`src/hw/lics_consts.svh`:
```
// Register offsets, field positions, reset values and timing counts of the charge sequencer
`ifndef LICS_CONSTS_SVH
`define LICS_CONSTS_SVH
`define LICS_ADDR_CHG_CTRL  8'h01
`define LICS_ADDR_SUPV      8'h02
`define LICS_ADDR_TMR_STAT  8'h04
`define LICS_CTRL_RESET     8'h43
`define LICS_SUPV_RESET     3'h6
`define LICS_TMR_CLR_BIT    0
`define LICS_ICC_MAX_CODE   4'h9
`define LICS_ICC_STEP_MA    100
`define LICS_PREQ_PCT       10
`define LICS_EOC_LO_PCT     5
`define LICS_EOC_HI_PCT     10
`define LICS_PREQ_USB_MA    11'h032
`define LICS_VTERM_41_MV    13'h1004
`define LICS_VTERM_42_MV    13'h1068
`define LICS_VTERM_438_MV   13'h111c
`define LICS_VRST_39_MV     13'h0f3c
`define LICS_VRST_40_MV     13'h0fa0
`define LICS_VRST_42_MV     13'h1068
`define LICS_CLK_MHZ        100
`define LICS_TICK_MS        1
`define LICS_TICK_CYC       (`LICS_CLK_MHZ * 1000 * `LICS_TICK_MS)
`define LICS_TOPOFF_MIN     21
`define LICS_TOPOFF_TICKS   (`LICS_TOPOFF_MIN * 60 * 1000 / `LICS_TICK_MS)
`define LICS_PREQ_HOUR      1
`define LICS_PREQ_TICKS     (`LICS_PREQ_HOUR * 3600 * 1000 / `LICS_TICK_MS)
`define LICS_SAFE_HOUR      10
`define LICS_SAFE_TICKS     (`LICS_SAFE_HOUR * 3600 * 1000 / `LICS_TICK_MS)
`define LICS_PRESC_W        17
`define LICS_TICK_W         26
`endif

```
`src/hw/lics_pkg.sv`:
```
// Types of the charge sequencer
package lics_pkg;
`include "lics_consts.svh"

    typedef enum logic [7:0] {
        S_OFF     = 8'h01,
        S_PREQ    = 8'h02,
        S_CC      = 8'h04,
        S_CV      = 8'h08,
        S_FAULT   = 8'h10,
        S_DONE    = 8'h20,
        S_EXPIRED = 8'h40,
        S_TOPOFF  = 8'h80
    } lics_phase_t;

    typedef struct packed {
        logic       adapterPowerInput;
        logic       usbPowerInput;
        logic       usbSuspend;
        logic       battAboveFullRateThreshold;
        logic       battAtTermVoltage;
        logic       battBelowRestart;
        logic       currentAtEoc;
        logic       tempInWindow;
        logic       thermalShutdown;
    } lics_pins_t;

    typedef struct packed {
        logic [1:0] termSel;
        logic [3:0] iccCode;
        logic       chargeEnable;
        logic       eocSel;
    } lics_ctrl_t;

    typedef struct packed {
        logic       ledCurrentHigh;
        logic       ledEnable;
        logic       tempWindow45;
    } lics_supv_t;

    typedef struct packed {
        lics_phase_t                 phase;
        logic [2:0]                  code;
        lics_ctrl_t                  ctrl;
        lics_supv_t                  supv;
        logic                        tmrFlag;
        logic [`LICS_PRESC_W-1:0]    presc;
        logic [`LICS_TICK_W-1:0]     safeCnt;
        logic [`LICS_TICK_W-1:0]     topCnt;
        logic [7:0]                  rdData;
        lics_pins_t                  sync1;
        lics_pins_t                  sync2;
        logic                        prevPower;
        logic                        prevSrc;
        logic                        prevEn;
        logic                        prevTsd;
        logic                        prevTempOk;
        logic                        prevSusp;
        logic [10:0]                 chgMa;
        logic [10:0]                 eocMa;
        logic [12:0]                 termMv;
        logic [12:0]                 rstMv;
    } lics_state_t;
endpackage

```
`src/hw/lics_charge_sequencer.sv`:
```
// Charge phase sequencer with safety timer and charger registers
//
// Functional notes
// - Below the full-rate threshold charge at 10 % of full rate from the adapter or 50 mA from USB, code 001.
// - On reaching the full-rate threshold charge at the full-rate current, code 010.
// - On reaching termination voltage hold that voltage while current tapers, code 011.
// - Bit 0 sets end-of-charge at 5 % or 10 % of full rate, reset 1, and reaching it starts top-off.
// - Top-off keeps constant voltage for 21 minutes with code 111, then the cycle is complete.
// - Cycle complete stops charging regardless of enable, code 101; below restart it resumes full rate when enabled, else goes to code 000.
// - Restart voltage is 3.9 V, 4.0 V or 4.2 V for the three termination settings.
// - Charge only inside the 0-50 C window, or 0-45 C when selected, else suspend with code 100.
// - Clearing charge enable stops charging with code 000, setting it resumes, reset value 1.
// - Safety timer limits pre-qualification to 1 h and the whole charge to 10 h including it.
// - Safety timer expiry during charging raises an interrupt and a pollable status bit.
// - Timer restarts on power arriving, source swap, recharge with enable, and enable toggled back on.
// - Timer restarts leaving thermal shutdown, on temperature recovery with enable, and on USB suspend end while USB is the only source.
`timescale 1ns/1ps
module lics_charge_sequencer
    import lics_pkg::*;
#(
    parameter logic [`LICS_PRESC_W-1:0] TICK_CYCLES   = `LICS_PRESC_W'(`LICS_TICK_CYC),
    parameter logic [`LICS_TICK_W-1:0]  TOPOFF_TICKS  = `LICS_TICK_W'(`LICS_TOPOFF_TICKS),
    parameter logic [`LICS_TICK_W-1:0]  PREQ_TICKS    = `LICS_TICK_W'(`LICS_PREQ_TICKS),
    parameter logic [`LICS_TICK_W-1:0]  SAFE_TICKS    = `LICS_TICK_W'(`LICS_SAFE_TICKS)
) (
    // Clock and reset
    input  wire logic        sys_clk,
    input  wire logic        nrst,
    // Register port
    input  wire logic        regWrEn,
    input  wire logic [7:0]  regAddr,
    input  wire logic [7:0]  regWrData,
    output logic      [7:0]  regRdData,
    // Sense inputs from pins and comparators
    input  wire lics_pins_t  pins,
    // Charger drive
    output logic             chargePassTransistorOn,
    output logic             cvMode,
    output logic             usbPathOn,
    output logic      [10:0] chargeCurrentMa,
    output logic      [10:0] eocCurrentMa,
    output logic      [12:0] termVoltMv,
    output logic      [12:0] restartVoltMv,
    output logic             tempWindow45,
    // Status
    output logic      [2:0]  stateCode,
    output logic             ledEnable,
    output logic             ledCurrentHigh,
    output logic             timerIrq
);

    localparam lics_state_t ST_RESET = '{
        phase:      S_OFF,
        ctrl:       `LICS_CTRL_RESET,
        supv:       `LICS_SUPV_RESET,
        prevEn:     1'b1,
        prevTempOk: 1'b1,
        default:    '0
    };

    lics_state_t st_r;
    lics_state_t st_nxt;
    lics_pins_t  p;
    logic        powerOk;
    logic        restart;
    logic        tick;
    logic        charging;
    logic        expire;
    logic [10:0] iccSteps;
    logic [10:0] fullMa;
    logic [10:0] preqMa;

    function automatic logic [2:0] codeOf(input lics_phase_t ph);
        case (ph)
            S_OFF:     codeOf = 3'h0;
            S_PREQ:    codeOf = 3'h1;
            S_CC:      codeOf = 3'h2;
            S_CV:      codeOf = 3'h3;
            S_FAULT:   codeOf = 3'h4;
            S_DONE:    codeOf = 3'h5;
            S_EXPIRED: codeOf = 3'h6;
            S_TOPOFF:  codeOf = 3'h7;
            default:   codeOf = 3'h0;
        endcase
    endfunction

    always_comb begin
        st_nxt = st_r;
        // First stage feeds only the second stage
        st_nxt.sync1 = pins;
        st_nxt.sync2 = st_r.sync1;
        p = st_r.sync2;

        // Suspended USB counts as no power at all
        powerOk = p.adapterPowerInput | (p.usbPowerInput & ~p.usbSuspend);

        restart = (powerOk & ~st_r.prevPower)
                | (powerOk & st_r.prevPower & (p.adapterPowerInput != st_r.prevSrc))
                | (st_r.ctrl.chargeEnable & ~st_r.prevEn)
                | ((st_r.phase == S_DONE) & p.battBelowRestart & st_r.ctrl.chargeEnable)
                | (~p.thermalShutdown & st_r.prevTsd)
                | (p.tempInWindow & ~st_r.prevTempOk & st_r.ctrl.chargeEnable)
                | (~p.usbSuspend & st_r.prevSusp & p.usbPowerInput & ~p.adapterPowerInput);

        st_nxt.prevPower  = powerOk;
        st_nxt.prevSrc    = p.adapterPowerInput;
        st_nxt.prevEn     = st_r.ctrl.chargeEnable;
        st_nxt.prevTsd    = p.thermalShutdown;
        st_nxt.prevTempOk = p.tempInWindow;
        st_nxt.prevSusp   = p.usbSuspend;

        // Millisecond tick keeps the hour counters narrow
        tick = (st_r.presc == TICK_CYCLES - 1'b1);
        st_nxt.presc = tick ? '0 : st_r.presc + 1'b1;

        charging = (st_r.phase == S_PREQ) | (st_r.phase == S_CC) | (st_r.phase == S_CV);
        if (restart) begin
            st_nxt.safeCnt = '0;
        end else if (charging && tick && st_r.safeCnt != '1) begin
            st_nxt.safeCnt = st_r.safeCnt + 1'b1;
        end

        if (st_r.phase != S_TOPOFF) begin
            st_nxt.topCnt = '0;
        end else if (tick) begin
            st_nxt.topCnt = st_r.topCnt + 1'b1;
        end

        // Prequal time stays in the count, so the 10 h cap already subtracts it
        expire = ((st_r.phase == S_PREQ) && (st_r.safeCnt >= PREQ_TICKS))
               | (((st_r.phase == S_CC) || (st_r.phase == S_CV)) && (st_r.safeCnt >= SAFE_TICKS));

        if (!powerOk) begin
            st_nxt.phase = S_OFF;
        end else if (st_r.phase == S_EXPIRED && !restart) begin
            st_nxt.phase = S_EXPIRED;
        end else if (st_r.phase == S_DONE) begin
            if (p.battBelowRestart) begin
                st_nxt.phase = st_r.ctrl.chargeEnable ? S_CC : S_OFF;
            end else begin
                st_nxt.phase = S_DONE;
            end
        end else if (!st_r.ctrl.chargeEnable) begin
            st_nxt.phase = S_OFF;
        end else if (!p.tempInWindow || p.thermalShutdown) begin
            st_nxt.phase = S_FAULT;
        end else if (expire) begin
            st_nxt.phase = S_EXPIRED;
        end else begin
            case (st_r.phase)
                S_PREQ: begin
                    if (p.battAboveFullRateThreshold) begin
                        st_nxt.phase = S_CC;
                    end
                end
                S_CC: begin
                    if (p.battAtTermVoltage) begin
                        st_nxt.phase = S_CV;
                    end
                end
                S_CV: begin
                    if (p.currentAtEoc) begin
                        st_nxt.phase = S_TOPOFF;
                    end
                end
                S_TOPOFF: begin
                    if (st_r.topCnt >= TOPOFF_TICKS) begin
                        st_nxt.phase = S_DONE;
                    end
                end
                default: begin
                    st_nxt.phase = p.battAboveFullRateThreshold ? S_CC : S_PREQ;
                end
            endcase
        end
        st_nxt.code = codeOf(st_nxt.phase);

        // Registers; a new expiry beats a clear in the same cycle
        if (regWrEn && regAddr == `LICS_ADDR_CHG_CTRL) begin
            st_nxt.ctrl = lics_ctrl_t'(regWrData);
        end
        if (regWrEn && regAddr == `LICS_ADDR_SUPV) begin
            st_nxt.supv = lics_supv_t'(regWrData[5:3]);
        end
        if (regWrEn && regAddr == `LICS_ADDR_TMR_STAT && regWrData[`LICS_TMR_CLR_BIT]) begin
            st_nxt.tmrFlag = 1'b0;
        end
        if (expire && st_nxt.phase == S_EXPIRED) begin
            st_nxt.tmrFlag = 1'b1;
        end

        case (regAddr)
            `LICS_ADDR_CHG_CTRL: st_nxt.rdData = st_r.ctrl;
            `LICS_ADDR_SUPV:     st_nxt.rdData = {2'h0, st_r.supv, st_r.code};
            `LICS_ADDR_TMR_STAT: st_nxt.rdData = {7'h00, st_r.tmrFlag};
            default:             st_nxt.rdData = 8'h00;
        endcase

        // Codes above 1001 clamp to 1000 mA
        iccSteps = (st_r.ctrl.iccCode > `LICS_ICC_MAX_CODE) ? 11'h00a : 11'({7'h00, st_r.ctrl.iccCode}) + 11'h001;
        fullMa = 11'(32'(iccSteps) * `LICS_ICC_STEP_MA);
        preqMa = p.adapterPowerInput ? 11'(32'(fullMa) * `LICS_PREQ_PCT / 100)
                                     : `LICS_PREQ_USB_MA;
        st_nxt.eocMa = st_r.ctrl.eocSel ? 11'(32'(fullMa) * `LICS_EOC_HI_PCT / 100)
                                        : 11'(32'(fullMa) * `LICS_EOC_LO_PCT / 100);
        case (st_r.phase)
            S_PREQ:               st_nxt.chgMa = preqMa;
            S_CC, S_CV, S_TOPOFF: st_nxt.chgMa = fullMa;
            default:              st_nxt.chgMa = 11'h000;
        endcase

        // Reserved termination code falls back to the reset setting
        case (st_r.ctrl.termSel)
            2'h0: begin
                st_nxt.termMv = `LICS_VTERM_41_MV;
                st_nxt.rstMv  = `LICS_VRST_39_MV;
            end
            2'h2: begin
                st_nxt.termMv = `LICS_VTERM_438_MV;
                st_nxt.rstMv  = `LICS_VRST_42_MV;
            end
            default: begin
                st_nxt.termMv = `LICS_VTERM_42_MV;
                st_nxt.rstMv  = `LICS_VRST_40_MV;
            end
        endcase
    end

    always_ff @(posedge sys_clk) begin
        if (!nrst) begin
            st_r <= ST_RESET;
        end else begin
            st_r <= st_nxt;
        end
    end

    assign regRdData              = st_r.rdData;
    assign chargePassTransistorOn = charging | (st_r.phase == S_TOPOFF);
    assign cvMode                 = (st_r.phase == S_CV) | (st_r.phase == S_TOPOFF);
    assign usbPathOn              = chargePassTransistorOn & ~p.adapterPowerInput;
    assign chargeCurrentMa        = st_r.chgMa;
    assign eocCurrentMa           = st_r.eocMa;
    assign termVoltMv             = st_r.termMv;
    assign restartVoltMv          = st_r.rstMv;
    assign tempWindow45           = st_r.supv.tempWindow45;
    assign stateCode              = st_r.code;
    assign ledEnable              = st_r.supv.ledEnable;
    assign ledCurrentHigh         = st_r.supv.ledCurrentHigh;
    assign timerIrq               = st_r.tmrFlag;

endmodule // lics_charge_sequencer

```
`config.mk`:
```
export PLATFORM = sky130hd
export DESIGN_NAME = lics_charge_sequencer
export DESIGN_NICKNAME = d
export VERILOG_FILES = /design/src/hw/lics_pkg.sv /design/src/hw/lics_charge_sequencer.sv
export VERILOG_INCLUDE_DIRS = /design/src /design/src/hw
export SDC_FILE = /design/constraint.sdc
export NUM_CORES = 1
export LEC_CHECK = 0
export ABC_AREA = 1
export BUFFER_PORTS_ARGS = -buffer_cell sky130_fd_sc_hd__buf_4
export CORE_MARGIN = 2
export CORE_UTILIZATION = 25
export DETAILED_ROUTE_END_ITERATION = 16
export PLACE_DENSITY = 0.48
export SYNTH_ARGS = -nofsm -noshare
export SYNTH_HDL_FRONTEND = slang
export SYNTH_SLANG_ARGS = --single-unit
```
`constraint.sdc`:
```
create_clock -name sys_clk -period 16.3 [get_ports sys_clk]
set_clock_uncertainty 0.1 [all_clocks]
set_input_delay 0 -clock sys_clk [delete_from_list [all_inputs] [get_ports sys_clk]]
set_output_delay 0 -clock sys_clk [all_outputs]
set_load 0.01 [all_outputs]
```
## Yosys cells after proc, flatten, opt, wreduce, memory -nomap -nowiden

Cells that the tools add are included.
Widths: inputs -> output; s select.

- Multipliers: 3
- Div/mod/pow operators: 2
- Reduce and logical (&&, ||, !) cells: 20
- Muxes and demuxes: 23
- Magnitude comparators: 4
- $add $sub $neg: 4
- Bitwise logic cells: 33
- Eq/ne operators: 21

Operator list:

| cell | count |
|---|---|
| $mux 8 | 10 |
| $add 26x1->26 const B | 2 |
| $pmux 22 s2 | 1 |
| $div 14x7->32 const B | 1 |
| $div 15x7->32 const B | 1 |
| $pmux 8 s4 | 1 |
| $ge 26x21->1 const B | 1 |
| $ge 26x22->1 const B | 1 |
| $ge 26x26->1 const B | 1 |
| $ne 26x26->1 const B | 1 |
| $eq 8x2->1 const B | 3 |
| $eq 8x3->1 const B | 3 |
| $mul 9x3->12 const B | 2 |
| $pmux 8 s3 | 1 |
| $mux 11 | 2 |
| $pmux 11 s2 | 1 |
| $pmux 3 s7 | 1 |
| $add 17x1->17 const B | 1 |
| $eq 17x17->1 const B | 1 |
| $eq 8x4->1 const B | 2 |
| $eq 8x6->1 const B | 2 |
| $eq 8x7->1 const B | 2 |
| $eq 8x8->1 const B | 2 |
| $and 1x1->1 | 14 |
| other kinds (21) | 53 |

- Register bits after elaboration: 172
- Output and inout port bits: 66
- Word-level logic and storage cells: 152

## Logic depth before layout (Yosys ltp)

- Depth after elaboration: 18
- Gate-level depth with buffers: 74
- Depth with buffers taken out: 74

## Worst setup path after synthesis

No wires, ideal clock.

- Path kind: register -> register
- From: reg st_r[155] (netlist bit)
- To: reg st_r, in the netlist eocCurrentMa[0]
- Setup time: 0.109 ns
- Data arrival time: 8.418 ns
- Path buffers: 0
- Required time: 16.091 ns
- Clock period less this slack: 8.626 ns
- Setup slack: 7.674 ns
- Stages on the path, launching flop included: 66
- Path through: dfxtp_1 > inv_1 > ha_1 > nor2_1 > o21a_1 > nor2_1 > inv_1 > ha_1 > inv_1 > ha_1 > ha_1 > fa_1 > nand3_1 > nand2_1 > inv_1 > nand3_1 > nand2_1 > xnor2_1 > (+30 left out) > nand2_2 > nor2_4 > nand2_4 > nand2_4 > nand2_2 > nand2_1 > inv_1 > ha_1 > inv_1 > nand4_1 > nand2_4 > nand3_4 > nand2_2 > nand4_1 > nor2_2 > nand4_1 > nand2_1 > inv_1

- Word-level cells in the longest chain between the ends: 6
- Elaborated cells between the ends (all ways): 9
- Classes of those cells: add/sub (1); mul (3); div (2); order compare (1); mux (2)

RTL lines:

| item | line | text |
|---|---|---|
| from (decl) | lics_charge_sequencer.sv:61 | `lics_state_t st_r;` |
| from (signal assigned) | lics_charge_sequencer.sv:233 | `st_r <= st_nxt;` |
| $add 4x1->5 / $gt 4x4->1 (equally long branches) | - |  |
| $mux 5 * | lics_charge_sequencer.sv:200 | `` iccSteps = (st_r.ctrl.iccCode > `LICS_ICC_MAX_CODE) ? 11'h00a : 11'({7'h00, st_r.ctrl.iccCode}) + 11'h001; `` |
| $mul 5x5->9 (no source line) * | - |  |
| $mul 9x3->12 (no source line) | - |  |
| $div 15x7->32 / $div 14x7->32 (equally long branches) | lics_charge_sequencer.sv:204, lics_charge_sequencer.sv:205 |  |
| $mux 11 * | lics_charge_sequencer.sv:204 | `` st_nxt.eocMa = st_r.ctrl.eocSel ? 11'(32'(fullMa) * `LICS_EOC_HI_PCT / 100) `` |

Mark *: on every way between the ends. The rest lies on a longest branch, timed or not.
A chain may end at the register's enable or synchronous reset.

## Final worst setup path

Same ends and word-level chain as after synthesis.

==> results summary <==
The number of antenna violations at the first check in global routing is 0. The maximum cell stage delay along the critical path is around 490 ps. TritonCTS built the clock tree. Before antenna repair, the detailed router went through 5 iterations. The global-route track usage on met1 is 15.8%. Dividing the detail-routed wire length by the instance count gives 12.4 um. The antenna violation net count after detailed routing is 0. The total global routing track utilization is between 10% and 20%.

The xor and xnor area share after synthesis is between 2 and 2.5%. The post-synthesis simple-gate area fraction came out at 34.0%. STA classifies the critical path startpoint as a flip-flop. The H-tree depth reported by CTS came out at 4.

For this run, the top clock speed supported by timing is ~100 MHz. Sequential cells were found to cover 32.7% of the synthesized design area. In this run the mean area of a mapped cell was about 6.9 um2. The relative contribution of combinational cells to total power is 62.7%. The worst path setup slack after routing is between 6000 and 7000 ps. The x dimension of the die came out at around 200 um. The synthesized netlist devotes 10.6% of its cell area to compound gates.

The synthesized cell area came out at 0.00926 mm2. The floorplan has 70 rows. The number of buffers created by CTS came out at 17. The number of antenna diodes in the final layout is 0.

Global routing consumed, on the met3 layer, under 10% of the routing resources. The maximum number of pins on one net before global-route repair is 46. The worst path in the final design needs a cycle of 9960 ps, including I/O delays and setup. The total of cells resized after clock tree synthesis is 0. The via density per instance is between 4 and 5. After filler insertion, the fill cell instance count of the layout stands at a little under 4000. Along the worst hold path, the cell count comes to 7. After global routing the overflow that remains totals 0. The number of top-level pins came out at 94. The final estimated routing congestion in global placement came out at 0.837. The flow ran to the end, and the final reports show no timing, DRC or antenna violations. The cell that appears most often on the critical path is sky130_fd_sc_hd__nand2_2. The effective utilization at floorplan is 25.3%. The standard cell core area is around 0.037 mm2. The half-perimeter wire length of the detailed placement result is approximately 18 mm.

The layout overhead on the synthesized area came out at 18.4%. The slowest cell on the critical path is sky130_fd_sc_hd__nor2_1. The total buffers and inverters traversed by the critical path came out at 10. The worst relative slew slack is between 30% and 40%. The switching component of the power is approximately 1 mW. The total count of max-transition violations in the final report came out at 0. Across the VDD grid, the largest voltage drop is approximately 200 uV.

The flip-flop and latch area is 0.00302 mm2. The critical path is of the reg2reg type. The routed wire length is between 20 and 25 mm. The share of cells above drive strength 1 came out at 14.3%. In the finished design, the share of the clock period the worst path needs comes to 61.1%. Cell internal power was estimated by the tool at roughly 1.0 mW. Setup repair after global routing left no endpoint under its margin. The number of logic stages on the critical path including buffering came out at just under 70. The path class of the tightest hold or removal check is in2reg.

The count of final hold-check violations is 0. Net switching is roughly 50% of the power. The setup TNS came out at 0 ps. The met2 track demand over resource came out at 21.6%. The clock-pin slew reported for the worst setup and hold paths after clock tree synthesis came out at ~70 ps. The final route contains approximately 8400 vias.

Dividing total power by cell area gives a power density of 185 mW/mm2. Clock tree synthesis selected as its root buffer the cell sky130_fd_sc_hd__clkbuf_16. The clock power share came out at ~18%.

The synthesized netlist devotes ~5.6% of its cell area to adder and majority cells. Of the post-synthesis cell area, the part taken by muxes is 0%. For this run, the share of the core covered by cells in the final layout is a little under a third. The global-route wire length before repair came out at 39.1 mm. After synthesis, the netlist uses 60 different library cells. The type of destination of the critical path is a flip-flop. The count of unresolved DRC violations after routing came out at 0. The count of maximum capacitance violations is 0. The die area is between 0.03 and 0.04 mm2. The placed instance count is around 1800. After synthesis, the largest family of logic cells by area is simple AND/OR/NAND/NOR gates. The first routing iteration left between 400 and 500 violations. The depth of the worst register-to-register path is 69.

The actual transition at the worst max-transition pin came out at roughly 940 ps. The register bit total from synthesis came out at between 150 and 200. Counting flops with an async set or reset pin after synthesis yields a share of 0%. OpenSTA, run right after detailed placement, puts the worst setup slack at ~6400 ps. The net count of the finished layout is approximately 1500. Port buffering added 83 buffers. The most used routing layer in global routing is met2.

The vertical extent of the die came out at just under 200 um. The total of endpoints with negative setup slack in the final report came out at 0. The via count of the first global-routing pass is ~8100. The endpoint required time on the critical path came out at 16530 ps.

The static leakage power came out at between 4 and 5 nW. The number of flops mapped to enable cells by yosys is 0. For this design, the sink count on the clock tree is around 150. The top fanout value on the critical path came out at 9. The count of synthesis-stage warnings from yosys came out at 0. The cell class contributing the biggest share of worst-path delay is simple AND/OR/NAND/NOR gates. The portion of total power attributed to sequential cells came out at a little under a fifth. The endpoint arrival time on the critical path came out at 10190 ps.

The later pin in the worst-skew pair is clocked with a latency of ~420 ps. The area after detailed placement is ~0.01 mm2. Synthesis handed over a netlist of around 1300 instances. After routing the design area is 0.0110 mm2.

Among all flip-flop cells after synthesis, the most frequent one is sky130_fd_sc_hd__dfxtp_1. The longest clock path from root to sink contains 2 buffers. For this run, the number of standard cells in the final layout without fillers is about 1900. The area of combinational cells with multiple inputs came out at around 0.0049 mm2.
==> flip-flops by register name (all words and copies together) (netlist names), 3 cells and up <==
| name | count |
|---|---|
| st_r | 90 |
| chargeCurrentMa | 11 |
| st_nxt | 10 |
| eocCurrentMa | 9 |
| p | 9 |
| regRdData | 8 |
| restartVoltMv | 6 |
| stateCode | 3 |
==> per-stage QoR <==
step / power, mW / hold slack, ps
6_report: 2.03 / 37.0
5_1_grt: 2.21 / 41.1
4_1_cts: 2.03 / 19.5
3_5_place_dp: 1.65 / 89.5
3_3_place_gp: 1.66 / 85.0
2_1_floorplan: 1.46 / -72.3
==> placed cells by master (no fill, tap or decap), types with 9 or more instances in the layout <==
cell type,count
sky130_fd_sc_hd__nand2_1,283
sky130_fd_sc_hd__inv_1,227
sky130_fd_sc_hd__dfxtp_1,151
sky130_fd_sc_hd__nor2_1,127
sky130_fd_sc_hd__buf_4,88
sky130_fd_sc_hd__a21oi_1,66
sky130_fd_sc_hd__nand3_1,63
sky130_fd_sc_hd__o21ai_0,60
sky130_fd_sc_hd__ha_1,38
sky130_fd_sc_hd__dlygate4sd3_1,37
sky130_fd_sc_hd__nor3_1,34
sky130_fd_sc_hd__nand4_1,30
sky130_fd_sc_hd__nor4_1,26
sky130_fd_sc_hd__nand2_2,23
sky130_fd_sc_hd__clkbuf_16,17
sky130_fd_sc_hd__xor2_1,15
sky130_fd_sc_hd__nand2_4,14
sky130_fd_sc_hd__conb_1,12
sky130_fd_sc_hd__o211ai_1,9
==> worst reg2reg max path: cells and delay by family, from the launching register on <==
kind / cells / cell delay, ps
adders and majority gates: 8 / 2210
buffers and inverters: 10 / 850
and+or+nand+nor: 46 / 5420
DFF: 1 / 360
xor gates and xnor gates: 1 / 90
AOI/OAI and AO/OA: 4 / 820
==> cell usage after synthesis (15+ instances only) <==
cell                      number  area share, %
sky130_fd_sc_hd__nor2_1      127            5.1
sky130_fd_sc_hd__nand2_1     283             11
sky130_fd_sc_hd__o21ai_0      60            3.2
sky130_fd_sc_hd__dfxtp_1     151             33
sky130_fd_sc_hd__buf_4        59            4.8
sky130_fd_sc_hd__nor4_1       26            1.8
sky130_fd_sc_hd__nor3_1       34            1.8
sky130_fd_sc_hd__nand2_2      23            1.6
sky130_fd_sc_hd__ha_1         38            5.1
sky130_fd_sc_hd__inv_1       227            9.2
sky130_fd_sc_hd__nand3_1      63            3.4
sky130_fd_sc_hd__xor2_1       15            1.4
sky130_fd_sc_hd__nand4_1      30            2.0
sky130_fd_sc_hd__a21oi_1      66            3.6
==> worst paths after layout <==
| check | slack (ps) | endpoint | startpoint |
|---|---|---|---|
| worst max register to register | 6340 | eocCurrentMa[0]$_SDFF_PN0_ | st_r[155]$_SDFFE_PN0P_ |
| worst min register to register | 320 | p[6]$_SDFF_PN0_ | st_nxt[60]$_SDFF_PN0_ |
| worst max-delay path | 6340 | eocCurrentMa[0]$_SDFF_PN0_ | st_r[155]$_SDFFE_PN0P_ |
| worst min-delay path | 40 | regRdData[5]$_SDFF_PN0_ | regAddr[3] |
==> routing by layer <==
metal	vias up	part of all wire (%)
met5	-	0
met4	0	1.9
met3	24	3.3
met2	144	47
met1	3783	48
li1	4413	-
==> cells by family after synthesis <==
kind of cell | after synthesis
AND/OR/NAND/NOR | 646
buffers and inverters | 309
AO/OA/AOI/OAI | 173
flip-flops | 151
adder cells (fa/ha/maj) | 40
XOR/XNOR | 22
other | 1
==> area by class of cell <==
class	instances	share of cell area (%)
inverter	236	8.08
multi-input combinational	893	44.6
timing repair buffer	125	9.40
tap	468	5.34
sequential	151	27.6
clock inverter	13	0.902
clock buffer	19	4.13
==> timing repair <==
item	CTS	global route
setup buffers	0	0
endpoints found under the hold margin	37	0
endpoints found under the setup margin	0	0
hold buffers	37	0
==> power by group through the flow <==
stage / combinational, mW / clock [mW] / sequential [mW]
detailed placement: 1.26 / 0 / 0.394
global route: 1.43 / 0.397 / 0.387
floorplan: 1.07 / 0 / 0.392
CTS: 1.27 / 0.381 / 0.386
global placement: 1.26 / 0 / 0.394
finish: 1.27 / 0.369 / 0.386
Note: power is estimated with default switching activity, not from simulation.
